### config.mk
export PLATFORM = sky130hd
export DESIGN_NAME = fpi_panel
export DESIGN_NICKNAME = d
export VERILOG_FILES = /design/src/design/fpi_pkg.sv /design/src/design/fpi_panel.sv
export SDC_FILE = /design/constraint.sdc
export NUM_CORES = 1
export LEC_CHECK = 0
export ABC_AREA = 1
export ABC_CLOCK_PERIOD_IN_PS = 2200
export BUFFER_PORTS_ARGS = -buffer_cell sky130_fd_sc_hd__buf_2
export CORE_MARGIN = 8
export CORE_UTILIZATION = 53
export DETAILED_ROUTE_END_ITERATION = 16
export PLACE_DENSITY = 0.72
export SYNTH_ARGS = -nofsm -noshare
export SYNTH_HDL_FRONTEND = slang
export SYNTH_SLANG_ARGS = --single-unit
export TNS_END_PERCENT = 30
### constraint.sdc
create_clock -name core_clk_i -period 2.2 [get_ports core_clk_i]
set_input_delay 0.55 -clock core_clk_i [delete_from_list [all_inputs] [get_ports core_clk_i]]
set_output_delay 0.55 -clock core_clk_i [all_outputs]
set_load 0.05 [all_outputs]
### src/design/fpi_pkg.sv
// Package for the front panel indicator controller: states, codes, timing counts.
// Assumes a single 200 MHz standby-powered clock.
package fpi_pkg;

    // Clock and timing
    localparam int unsigned CLK_PERIOD_PS     = 5000;
    localparam longint unsigned BLINK_PERIOD_MS = 1000;  // ~1 Hz cadence
    localparam longint unsigned ID_TIMED_S      = 15;    // Timed identify length
    localparam longint unsigned FLICKER_NS      = 50000000; // Disk lamp stretch
    localparam longint unsigned BLINK_HALF_CYC  =
        (BLINK_PERIOD_MS * 1000000000 / 2) / CLK_PERIOD_PS;
    localparam longint unsigned ID_TIMED_CYC    =
        (ID_TIMED_S * 1000000000 * 1000) / CLK_PERIOD_PS;
    localparam longint unsigned FLICKER_CYC     =
        (FLICKER_NS * 1000) / CLK_PERIOD_PS;

    // Platform power state encoding
    typedef enum logic [2:0] {
        PWR_OFF        = 3'h0,
        PWR_LEGACY_ON  = 3'h1,
        PWR_S0         = 3'h2,
        PWR_S1         = 3'h3,
        PWR_S4         = 3'h4,
        PWR_S5         = 3'h5
    } fpi_pwr_t;

    // Health encoding from the management controller
    typedef enum logic [2:0] {
        HLT_OK        = 3'h0,
        HLT_DEGRADED  = 3'h1,
        HLT_NONCRIT   = 3'h2,
        HLT_CRITICAL  = 3'h3,
        HLT_STOP      = 3'h4
    } fpi_health_t;

    // Remote identify command codes
    typedef enum logic [1:0] {
        ID_CMD_OFF    = 2'h0,
        ID_CMD_TIMED  = 2'h1,
        ID_CMD_FOREVER= 2'h2
    } fpi_idcmd_t;

    // Identify lamp mode
    typedef enum logic [1:0] {
        ID_ST_OFF     = 2'h0,
        ID_ST_STEADY  = 2'h1,
        ID_ST_TIMED   = 2'h2,
        ID_ST_FOREVER = 2'h3
    } fpi_idst_t;

    // Remote identify request carrier
    typedef struct packed {
        logic       valid;
        fpi_idcmd_t cmd;
    } fpi_id_req_t;

    // Lamp outputs, active low
    typedef struct packed {
        logic identify_lamp_n;
        logic power_lamp_n;
        logic status_lamp_a_n;
        logic status_lamp_b_n;
        logic disk_activity_lamp_n;
    } fpi_lamps_t;

endpackage

### src/design/fpi_panel.sv
// Front panel indicator controller: identify, power, status and disk lamps,
// front/rear video selection and push-button gating.
// Assumes a free-running standby clock; panel pins are asynchronous.
`timescale 1ns/100ps

// Behaviour
// - Each identify button press toggles identify lamp between off and steady.
// - Timed remote identify blinks the lamp for fifteen seconds, then off.
// - Indefinite remote identify blinks until a later remote request or an identify button press replaces it.
// - Front monitor present disables rear video and enables front video.
// - One source feeds both outputs; front output always wins.
// - Power lamp steady on in legacy power-on or S0.
// - Power lamp blinks in the lightest sleep state.
// - Power lamp dark when off, S4 or S5.
// - Status lamp alternates green and amber while controller initializes.
// - Status lamp encodes health: ok, degraded, critical, non-critical, stop.
// - All blinking runs at about 1 Hz with equal halves.
// - Amber lit or blinking forces the green status element off.
// - Disk lamp flickers on activity pulses, dark otherwise.
// - Disk lamp forced dark when powered off or asleep.
// - Power lamp sleep indication held in standby-powered logic.
// - Power lamp sleep blink restored after abrupt power-down in S1 until firmware clears.
// - Panel buttons ignored until controller initialization finishes.
module fpi_panel
    import fpi_pkg::*;
(
    input  wire logic        core_clk_i,              // Standby clock, 200 MHz
    input  wire logic        rst_n_i,                 // Synchronous reset, active low
    input  wire logic        identify_button_n_i,     // Identify button pin, low pressed
    input  wire logic        power_button_n_i,        // Power button pin, low pressed
    input  wire logic        front_monitor_present_n_i, // Front display attached, low
    input  wire logic        disk_activity_i,         // Drive activity pulse pin
    input  wire logic        mc_init_done_i,          // Controller initialization done
    input  wire fpi_id_req_t id_req_i,                // Remote identify request
    input  wire fpi_pwr_t    pwr_state_i,             // Platform power state
    input  wire logic        main_power_good_i,       // Main power present
    input  wire logic        fw_clear_i,              // Firmware clears held lamp state
    input  wire fpi_health_t health_i,                // Health from controller
    output logic             power_on_req_o,          // Gated power button pulse
    output fpi_lamps_t       lamps_o,                 // Lamp drives, active low
    output logic             front_video_en_o,        // Front video enable
    output logic             rear_video_en_o          // Rear video enable
);

    ////////////////////////////////////////////////////////////////////////////
    // Pin synchronisers
    logic [3:0] sync1_q;
    logic [3:0] sync2_q;
    always_ff @(posedge core_clk_i) begin
        if (!rst_n_i) begin
            sync1_q <= 4'hF;
            sync2_q <= 4'hF;
        end else begin
            sync1_q <= {identify_button_n_i, power_button_n_i,
                        front_monitor_present_n_i, ~disk_activity_i};
            sync2_q <= sync1_q;
        end
    end
    logic id_btn_n_s, pwr_btn_n_s, front_n_s, disk_n_s;
    assign id_btn_n_s  = sync2_q[3];
    assign pwr_btn_n_s = sync2_q[2];
    assign front_n_s   = sync2_q[1];
    assign disk_n_s    = sync2_q[0];

    // Press edges on synchronised levels
    logic id_btn_prev_q, pwr_btn_prev_q;
    always_ff @(posedge core_clk_i) begin
        if (!rst_n_i) begin
            id_btn_prev_q  <= 1'b1;
            pwr_btn_prev_q <= 1'b1;
        end else begin
            id_btn_prev_q  <= id_btn_n_s;
            pwr_btn_prev_q <= pwr_btn_n_s;
        end
    end
    logic id_press, pwr_press;
    assign id_press  = id_btn_prev_q & ~id_btn_n_s & mc_init_done_i;
    assign pwr_press = pwr_btn_prev_q & ~pwr_btn_n_s & mc_init_done_i;

    // Power button pulse out
    always_ff @(posedge core_clk_i) begin
        if (!rst_n_i) begin
            power_on_req_o <= 1'b0;
        end else begin
            power_on_req_o <= pwr_press;
        end
    end

    ////////////////////////////////////////////////////////////////////////////
    // Blink cadence: half-period counter and phase
    localparam int BW = $clog2(BLINK_HALF_CYC);
    localparam logic [BW-1:0] BLINK_LAST = BW'(BLINK_HALF_CYC - 1);
    logic [BW-1:0] blink_cnt_q;
    logic          blink_q;
    always_ff @(posedge core_clk_i) begin
        if (!rst_n_i) begin
            blink_cnt_q <= '0;
            blink_q     <= 1'b1;   // Phase starts lit so a blink begun in the first half period after reset shows at once
        end else if (blink_cnt_q == BLINK_LAST) begin
            blink_cnt_q <= '0;
            blink_q     <= ~blink_q;
        end else begin
            blink_cnt_q <= blink_cnt_q + 1'b1;
        end
    end

    ////////////////////////////////////////////////////////////////////////////
    // Identify lamp mode machine
    localparam int IW = $clog2(ID_TIMED_CYC);
    localparam logic [IW-1:0] ID_LAST = IW'(ID_TIMED_CYC - 1);
    fpi_idst_t     id_st_q;
    logic [IW-1:0] id_cnt_q;
    always_ff @(posedge core_clk_i) begin
        if (!rst_n_i) begin
            id_st_q  <= ID_ST_OFF;
            id_cnt_q <= '0;
        end else if (id_req_i.valid) begin
            id_cnt_q <= '0;
            case (id_req_i.cmd)
                ID_CMD_TIMED:   id_st_q <= ID_ST_TIMED;
                ID_CMD_FOREVER: id_st_q <= ID_ST_FOREVER;
                default:        id_st_q <= ID_ST_OFF;
            endcase
        end else if (id_press) begin
            id_st_q <= (id_st_q == ID_ST_STEADY) ? ID_ST_OFF : ID_ST_STEADY;
        end else begin
            case (id_st_q)
                ID_ST_TIMED: begin
                    if (id_cnt_q == ID_LAST) begin
                        id_st_q <= ID_ST_OFF;
                    end else begin
                        id_cnt_q <= id_cnt_q + 1'b1;
                    end
                end
                default: id_cnt_q <= '0;
            endcase
        end
    end

    ////////////////////////////////////////////////////////////////////////////
    // Power lamp with standby-held state
    logic pwr_hold_q;  // Lamp pattern kept across abrupt power-down
    logic pwr_live;
    logic pwr_lamp;
    always_comb begin
        case (pwr_state_i)
            PWR_LEGACY_ON, PWR_S0: pwr_live = 1'b1;
            PWR_S1:                pwr_live = blink_q;
            default:               pwr_live = 1'b0;
        endcase
    end
    // Remember whether the last live state was sleep
    logic pwr_sleep_q;
    always_ff @(posedge core_clk_i) begin
        if (!rst_n_i) begin
            pwr_sleep_q <= 1'b0;
            pwr_hold_q  <= 1'b0;
        end else if (!main_power_good_i && pwr_state_i == PWR_S1) begin
            pwr_sleep_q <= 1'b1;
            pwr_hold_q  <= 1'b1;
        end else if (fw_clear_i) begin
            pwr_hold_q  <= 1'b0;
        end else if (main_power_good_i && !pwr_hold_q) begin
            pwr_sleep_q <= (pwr_state_i == PWR_S1);
        end
    end
    assign pwr_lamp = pwr_hold_q ? (pwr_sleep_q & blink_q) : pwr_live;

    ////////////////////////////////////////////////////////////////////////////
    // Status lamp: a = green, b = amber
    logic st_green, st_amber;
    always_comb begin
        st_green = 1'b0;
        st_amber = 1'b0;
        if (!mc_init_done_i) begin
            st_green = blink_q;
            st_amber = ~blink_q;
        end else begin
            case (health_i)
                HLT_OK:       st_green = 1'b1;
                HLT_DEGRADED: st_green = blink_q;
                HLT_CRITICAL: st_amber = 1'b1;
                HLT_NONCRIT:  st_amber = blink_q;
                default:      st_green = 1'b0;
            endcase
        end
    end

    ////////////////////////////////////////////////////////////////////////////
    // Disk lamp stretch so each pulse is visible
    localparam int FW = $clog2(FLICKER_CYC + 1);
    localparam logic [FW-1:0] FLICK_LOAD = FW'(FLICKER_CYC);
    logic [FW-1:0] disk_cnt_q;
    logic          disk_awake;
    assign disk_awake = (pwr_state_i == PWR_S0) || (pwr_state_i == PWR_LEGACY_ON);
    always_ff @(posedge core_clk_i) begin
        if (!rst_n_i) begin
            disk_cnt_q <= '0;
        end else if (!disk_awake) begin
            disk_cnt_q <= '0;
        end else if (!disk_n_s) begin
            disk_cnt_q <= FLICK_LOAD;
        end else if (disk_cnt_q != '0) begin
            disk_cnt_q <= disk_cnt_q - 1'b1;
        end
    end

    ////////////////////////////////////////////////////////////////////////////
    // Registered lamp and video outputs
    always_ff @(posedge core_clk_i) begin
        if (!rst_n_i) begin
            lamps_o          <= '1;
            front_video_en_o <= 1'b0;
            rear_video_en_o  <= 1'b1;
        end else begin
            lamps_o.identify_lamp_n      <= ~((id_st_q == ID_ST_STEADY) |
                ((id_st_q == ID_ST_TIMED || id_st_q == ID_ST_FOREVER) & blink_q));
            lamps_o.power_lamp_n         <= ~pwr_lamp;
            lamps_o.status_lamp_a_n      <= ~(st_green & ~st_amber);
            lamps_o.status_lamp_b_n      <= ~st_amber;
            lamps_o.disk_activity_lamp_n <= ~(disk_awake && disk_cnt_q != '0);
            front_video_en_o             <= ~front_n_s;
            rear_video_en_o              <= front_n_s;
        end
    end
endmodule // fpi_panel

### Yosys cells after proc, flatten, opt, wreduce, memory -nomap -nowiden

Cells that the tools add are included.

| word-level totals | value |
|---|---|
| register bits after elaboration | 106 |
| bits in latches | 0 |
| memory bits (writable) | 0 |
| bits in read-only memories | 0 |
| bits of input ports | 18 |
| output and inout bits | 8 |
| word-level logic and storage cells | 101 |
| memories kept | 0 |

| cells by class | value |
|---|---|
| $add $sub $neg | 3 |
| multipliers | 0 |
| divide/modulo/power cells | 0 |
| order comparisons | 0 |
| eq/ne operators | 16 |
| shift operators | 0 |
| mux-type cells | 21 |
| bitwise operators | 20 |
| reduce and logical (&&, ||, !) cells | 21 |

Operators with widths:

| operator | number |
|---|---|
| $mux 32 | 2 |
| $mux 24 | 2 |
| $add 32x1->32 const B | 1 |
| $eq 32x32->1 const B | 1 |
| $add 27x1->27 const B | 1 |
| $eq 27x27->1 const B | 1 |
| $reduce_bool 24->1 | 1 |
| $sub 24x1->24 const B | 1 |
| $eq 3x2->1 const B | 4 |
| $not 1->1 | 12 |
| $mux 1 | 9 |
| $mux 2 | 4 |
| $reduce_and 2->1 | 4 |
| $and 1x1->1 | 7 |
| $eq 2x2->1 const B | 3 |
| $eq 3x1->1 const B | 2 |
| $pmux 1 s2 | 3 |
| $reduce_bool 3->1 | 2 |
| $reduce_or 2->1 | 3 |
| $eq 2x1->1 const B | 2 |
| $ne 2x1->1 const B | 2 |
| $pmux 2 s2 | 1 |
| $reduce_bool 2->1 | 2 |
| $logic_and 1x1->1 | 3 |
| other kinds (6) | 8 |

### Depth between registers and ports, before layout

Gate-level depths: netlist of the first run.

| logic depth | value |
|---|---|
| word-level depth | 6 |
| depth in mapped cells | 12 |
| mapped depth without buffers | 11 |

### Least setup slack after synthesis of the first run

OpenSTA, ideal clock, no wires.

| path | value |
|---|---|
| path kind | register -> register |
| start | reg disk_cnt_q[0] |
| end | reg disk_cnt_q[2] |
| data arrival time | 1.504 ns |
| data required time | 2.084 ns |
| path slack | 0.580 ns |
| stages on the path, launching flop included | 10 |
| path buffers | 1 |
| clock period less this slack | 1.620 ns |
| cell sequence | dfxtp_1 > inv_1 > ha_1 > nand2_1 > inv_2 > nand3_1 > nor3_2 > nand2_1 > buf_2 > and3_1 |

| on the way | value |
|---|---|
| longest elaborated chain between the ends | 1 |
| elaborated cells between the ends (all ways) | 2 |
| those cells by class | add/sub (1); reduce/logical (1) |

Ends and longest elaborated chain:

| item | RTL line | RTL |
|---|---|---|
| start, declared | fpi_panel.sv:193 | `logic [FW-1:0] disk_cnt_q;` |
| start signal, assigned | fpi_panel.sv:204 | `disk_cnt_q <= disk_cnt_q - 1'b1;` |
| $sub 24x1->24 / $reduce_bool 24->1 (equally long branches) | fpi_panel.sv:204, fpi_panel.sv:203 |  |

Several ways; a longest one is shown, not always the timed one.
A chain may end at the register's enable or synchronous reset.

### Worst setup path in the final report of the first run

| path | value |
|---|---|
| start | reg blink_cnt_q[0] |
| end | reg blink_cnt_q[14] |

| on the way | value |
|---|---|
| longest elaborated chain between the ends | 2 |
| elaborated cells between the ends (all ways) | 3 |
| those cells by class | add/sub (1); eq/ne (1); reduce/logical (1) |

Ends and longest elaborated chain:

| item | RTL line | RTL |
|---|---|---|
| start, declared | fpi_panel.sv:93 | `logic [BW-1:0] blink_cnt_q;` |
| start signal, assigned | fpi_panel.sv:103 | `blink_cnt_q <= blink_cnt_q + 1'b1;` |
| branches (longest 2 deep; another with $add 27x1->27) | n/a |  |

Several ways; the timed one is not identified.

==> run metrics, run 1 <==
largest area contributor in the netlist=dfxtp_1; top cells by area, synth=dfxtp_1 (39%), nand2_1 (12%), nor2_1 (11%); asr flop ratio synth=0; RSZ-0062 raised after global routing=no; clock buffer depth=2; # clock sinks=106; first-pass GRT wire length=21700 um; fmax=516 MHz; peak supply drop=712 uV; final setup fails=0; worst-path maximum fanout=10; Hold Buf Count CTS=0; Final #Nets=856; drt via density=5.23; Internal Power=3.71 mW; total power=6.69 mW; synthesized area=5470 um^2; Critical Path, Cell by Cell=ha_1 -> nand2_1 -> inv_1 -> nand2_1 -> inv_1 -> nand2_2 -> nor2_1 -> nand2_1 -> nand2_2 -> buf_4 -> nor3_1; placed cell area=5720 um^2; # diodes=0; Starting Density=0.537; CTS clk-pin slew, worst paths=0.11 ns; total grt overflow=0; most common library cells after synthesis=nand2_1 (179), nor2_1 (165), dfxtp_1 (106); status=completed; GRT Util Overall=0.183; Cells after Synth=803; EDFF count, synth=0; largest stage delay on the critical path=0.41 ns; FP Rows=37; Root Driver=clkbuf_8; CP Capture Type=flop; layout cell share with drive strength beyond 1=0.107; max-cap viol count=0; Die Ht=118 um; register area share after synthesis=0.388; crit path launch type=flop; crit path DAT=2.22 ns; Avg Synthesized Cell Area=6.81 um^2; Final Skew=0.00695 ns; final slew viol count=0; Setup Crit Path Kind=reg -> reg; power per standard cell area=1130 nW/um^2; Sw Share=0.445; Gate power share=0.492; Synth top area share=0.388; Die X=118 um; Fin. Hold Viols=0; YS warnings=0; busiest grt layer=met2; Final Critical Period=1.94 ns; Most used DFF post-synth=dfxtp_1; full die area=13800 um^2; Iter 0 DRT Violations=399; M3 GR Usage=0.0412; Total Neg Setup Slack=0 ns; vias in the first global route=4889; Required @ worst endpoint=2.48 ns; Slew headroom=0.628; Slowest-stage cell, CP=dfxtp_1; WHS=0.328 ns; Syn Nets=825; Num CTS Buffers=9; total wire length=12400 um; core area=10200 um^2; flops & latches, synth=106; top-level port count=26; worst slew pin tran=0.556 ns; DP Wirelength=9260 um; LEAKAGE=2.22 nW; htree depth=3; Area Growth Syn to Fin=7.99%; NetSw=2.97 mW; Clock power frac=0.170; design area=5900 um^2; cell mode on critical path=nand2_1; wire per inst=12.7 um; Tcrit/Tclk final=0.880; Seq pwr share=0.338; most frequent cell after synthesis=nand2_1; synth unique cells=40; GP Congestion=0.884; initial antenna violation count=0; DRC viols=0; TritonCTS clock tree=built; IO buf count=25; worst skew pair latency=0.38 ns; routing usage on met2=0.319; ANT nets after route=0; DR pass1 iterations=5; via count=5090; hold crit path type=in -> reg; largest net degree at the start of global routing=36; setup slack, reg-to-reg=0.26 ns; GR Util met1=0.219
==> flip-flops by register name, indices dropped and copies added (netlist names) <==
| name | flops |
|---|---|
| blink_q | 1 |
| id_cnt_q | 32 |
| sync2_q | 4 |
| id_st_q | 2 |
| front_video_en_o | 1 |
| disk_cnt_q | 24 |
| pwr_sleep_q | 1 |
| power_on_req_o | 1 |
| lamps_o | 5 |
| pwr_hold_q | 1 |
| blink_cnt_q | 27 |
| id_btn_prev_q | 1 |
| sync1_q | 4 |
| rear_video_en_o | 1 |
| pwr_btn_prev_q | 1 |
==> what timing repair did <==
item,4_1_cts,5_1_grt
resized for setup,0,1
buffers inserted,0,0
setup endpoints to repair,0,4
==> metrics by stage <==
step / instances / setup WS [ns] / util
after floorplan: 803 / 0.580 / -
after global placement: 959 / 0.282 / 0.562
after detailed placement: 959 / 0.184 / 0.562
after CTS: 974 / 0.168 / 0.579
after global routing: 974 / 0.00877 / 0.580
final: 974 / 0.263 / 0.580
==> cell usage in the layout (no fill, tap or decap), types with 14 or more instances in the layout <==
master / Yosys / layout
nor3b_1: 15 / 15
nand3_1: 54 / 54
nand4_1: 19 / 19
nor2_1: 165 / 165
o21bai_1: 17 / 17
a21oi_1: 32 / 32
dfxtp_1: 106 / 106
o21ai_0: 14 / 14
buf_2: 3 / 25
nand2_1: 179 / 179
inv_1: 79 / 79
nor3_1: 20 / 20
==> final timing paths <==
kind	depth (start not counted)	from	end
min	2	disk_activity_i	sync1_q[0]
max reg2reg	11	blink_cnt_q[0]	blink_cnt_q[14]
min reg2reg	1	sync2_q[1]	front_video_en_o
max	11	blink_cnt_q[0]	blink_cnt_q[14]
==> power groups by stage <==
stage / clock network [mW] / registers [mW] / logic [mW]
global placement: 0 / 2.32 / 3.37
global route: 1.24 / 2.28 / 3.61
finish: 1.14 / 2.26 / 3.29
detailed placement: 0 / 2.32 / 3.44
floorplan: 0 / 2.34 / 2.89
CTS: 1.18 / 2.28 / 3.41
==> logic make-up after synthesis <==
logic type / synth area share
xor+xnor: 0.0272
buf+inv: 0.0792
simple gates: 0.413
flops: 0.388
compound gates: 0.0833
fa+ha+maj: 0.00915
==> per-layer routing <==
layer	part of all wire	routed length [um]
met5	0	0
met1	0.46	5740
met3	0.044	541
met2	0.48	5970
met4	0.013	165
==> critical path: cells and delay by family, from the launching register on <==
kind | cells | cell delay (ns)
DFF | 1 | 0.41
buffers and inverters | 3 | 0.36
adders and majority gates | 1 | 0.26
and+or+nand+nor | 7 | 0.81
==> final cells by class <==
class	instances	area (um^2)
Inverter	84	315
Clock inverter	6	51.3
Timing Repair Buffer	35	200
Fill cell	984	4280
Clock buffer	9	124
Sequential cell	106	2120
Multi-Input combinational cell	598	2920
Tap cell	136	170
(Power assumes the default switching activity.)
==> run 2, diff against run 1 <==
--- a/config.mk
+++ b/config.mk
@@ -9,4 +9,5 @@
 export ABC_CLOCK_PERIOD_IN_PS = 2200
 export BUFFER_PORTS_ARGS = -buffer_cell sky130_fd_sc_hd__buf_2
+export CORE_ASPECT_RATIO = 1.5
 export CORE_MARGIN = 8
 export CORE_UTILIZATION = 53
==> constraint.sdc (replaced) <==
create_clock -name core_clk_i -period 2.2 [get_ports core_clk_i]
set_input_delay 0.55 -clock core_clk_i [delete_from_list [all_inputs] [get_ports core_clk_i]]
set_output_delay 0.55 -clock core_clk_i [all_outputs]
set_load 0.1 [all_outputs]
==> run 2 against run 1 <==
Against the previous run: first-iteration DRC count is 48% lower; critical path depth unchanged; clock skew is essentially flat; global-route usage rose by 0.19 points; cell area rose by 2.3%; critical endpoint is now id_cnt_q[5].
==> run metrics, run 2 (synthesized netlist as in run 1, its figures left out) <==
status=completed; total grt overflow=0 (unchanged); htree depth=3 (unchanged); DP Cell Count=941 (-1.9%); total wire length=12500 um (+0.90%); first-pass GRT wire length=21400 um (-1.3%); vias in the first global route=4957 (+1.4%); DR pass1 iterations=4 (-1); DRC viols=0 (unchanged); Tcrit/Tclk final=0.890 (+0.00923); crit path launch type=flop; via count=5157 (+1.3%); ANT nets after route=0 (unchanged); Required @ worst endpoint=2.45 ns (-0.03 ns); worst skew pair latency=0.35 ns (-0.03 ns); Num CTS Buffers=9 (unchanged); Starting Density=0.543 (+0.00567); worst-path maximum fanout=27 (+17); # diodes=0 (unchanged); Fillers=925 (-6.0%); setup slack, reg-to-reg=0.24 ns (-0.02 ns); top-level port count=26 (unchanged); Setup Crit Path Kind=reg -> reg; DP Wirelength=9340 um (+0.83%); Top Registers=id_cnt_q (32), blink_cnt_q (27), disk_cnt_q (24); Hold Buf Count CTS=0 (unchanged); setup bufs post-CTS=0 (unchanged); Biggest register=id_cnt_q; drt via density=5.39 (+3.1%); Iter 0 DRT Violations=209 (-48%); IO buf count=25 (unchanged); TritonCTS clock tree=built; hold crit path type=in -> reg; CP Capture Type=flop; final setup fails=0 (unchanged); Area Growth Syn to Fin=10.5%; Largest register FFs=32 (unchanged); initial antenna violation count=0 (unchanged); Finished Layout Cells=957 (-1.7%); LEAKAGE=2.28 nW (+2.9%); Slew headroom=0.675 (+0.0470); Post-CTS Resized=0 (unchanged); Die X=98.9 um (-16%); # clock sinks=106 (unchanged); GRT Util Overall=0.185 (+0.00193); RSZ-0062 raised after global routing=no; Root Driver=clkbuf_16; clock buffer depth=2 (unchanged); Fin. Hold Viols=0 (unchanged); Die Ht=140 um (+19%); largest net degree at the start of global routing=28 (-22%); max-cap viol count=0 (unchanged); FP Rows=45 (+22%); peak supply drop=1090 uV (+53%); Final #Nets=857 (+0.12%); GP Congestion=0.939 (+6.2%); Final Critical Period=1.96 ns (+0.0203 ns); Total Neg Setup Slack=0 ns (unchanged); fmax=511 MHz (-1.0%); wire per inst=13.1 um (+2.7%); power per standard cell area=1310 nW/um^2 (+16%); most frequent cells in the layout=nand2_1 (179), nor2_1 (165), dfxtp_1 (106), inv_1 (79), nand3_1 (54); full die area=13900 um^2 (+0.48%); final slew viol count=0 (unchanged); WHS=0.367 ns (+0.0384 ns); Final Skew=0.00727 ns (+0.000316 ns); layout cell share with drive strength beyond 1=0.110 (+0.00213); crit path DAT=2.20 ns (-0.02 ns); core area=10100 um^2 (-1.0%); most common cell after layout, fill and taps aside=nand2_1; worst slew pin tran=0.490 ns (-0.0658 ns); CTS clk-pin slew, worst paths=0.07 ns (-0.04 ns)
run 2: final cells by class:
cell class                 instances  area (um^2)  area share
multi-input combinational        598         2910       0.482
clock buffer                       9          225      0.0373
inverter                          84          315      0.0522
timing repair buffer              36          233      0.0385
clock inverter                     7         85.1      0.0141
tap                              117          146      0.0242
sequential                       106         2120       0.351
run 2: routing by layer:
| metal | routed length, um | up-vias | track usage |
|---|---|---|---|
| met3 | 424 | 32 | 0.0303 |
| met1 | 5000 | 2354 | 0.190 |
| met2 | 6740 | 123 | 0.348 |
| met4 | 362 | 0 | 0.0950 |
| met5 | 0 | - | 0 |
| li1 | - | 2648 | - |
run 2: per-stage QoR:
stage / worst slack (ns) / instance area, um^2 / utilization / power, mW
2_1_floorplan: 0.580 / 5470 / - / 5.29
3_3_place_gp: 0.359 / 5730 / 0.568 / 6.12
5_1_grt: 0.0768 / 6040 / 0.599 / 8.55
6_report: 0.243 / 6040 / 0.599 / 7.92
3_5_place_dp: 0.265 / 5730 / 0.568 / 6.19
4_1_cts: 0.253 / 6040 / 0.599 / 7.91
run 2: critical path: stages, from the launching register on:
cell,delay (ns)
dfxtp_1,0.38
ha_1,0.18
nand3_1,0.16
inv_2,0.12
nand2_2,0.08
nor2_4,0.10
nand3_4,0.12
nand2_4,0.25
buf_4,0.25
o21bai_1,0.09
nand2_1,0.06
nor2_1,0.04
run 2: final timing paths:
check / from / to / depth (start not counted)
max: id_cnt_q[0] / id_cnt_q[5] / 11
min: disk_activity_i / sync1_q[0] / 2
max reg2reg: id_cnt_q[0] / id_cnt_q[5] / 11
min reg2reg: sync2_q[1] / front_video_en_o / 1
run 2: where the power goes:
group          total (mW)  switching, mW  leakage, nW  internal (mW)
sequential           2.30          0.178        0.860           2.12
clock                1.67          0.762        0.146          0.905
combinational        3.95           2.49         1.27           1.45
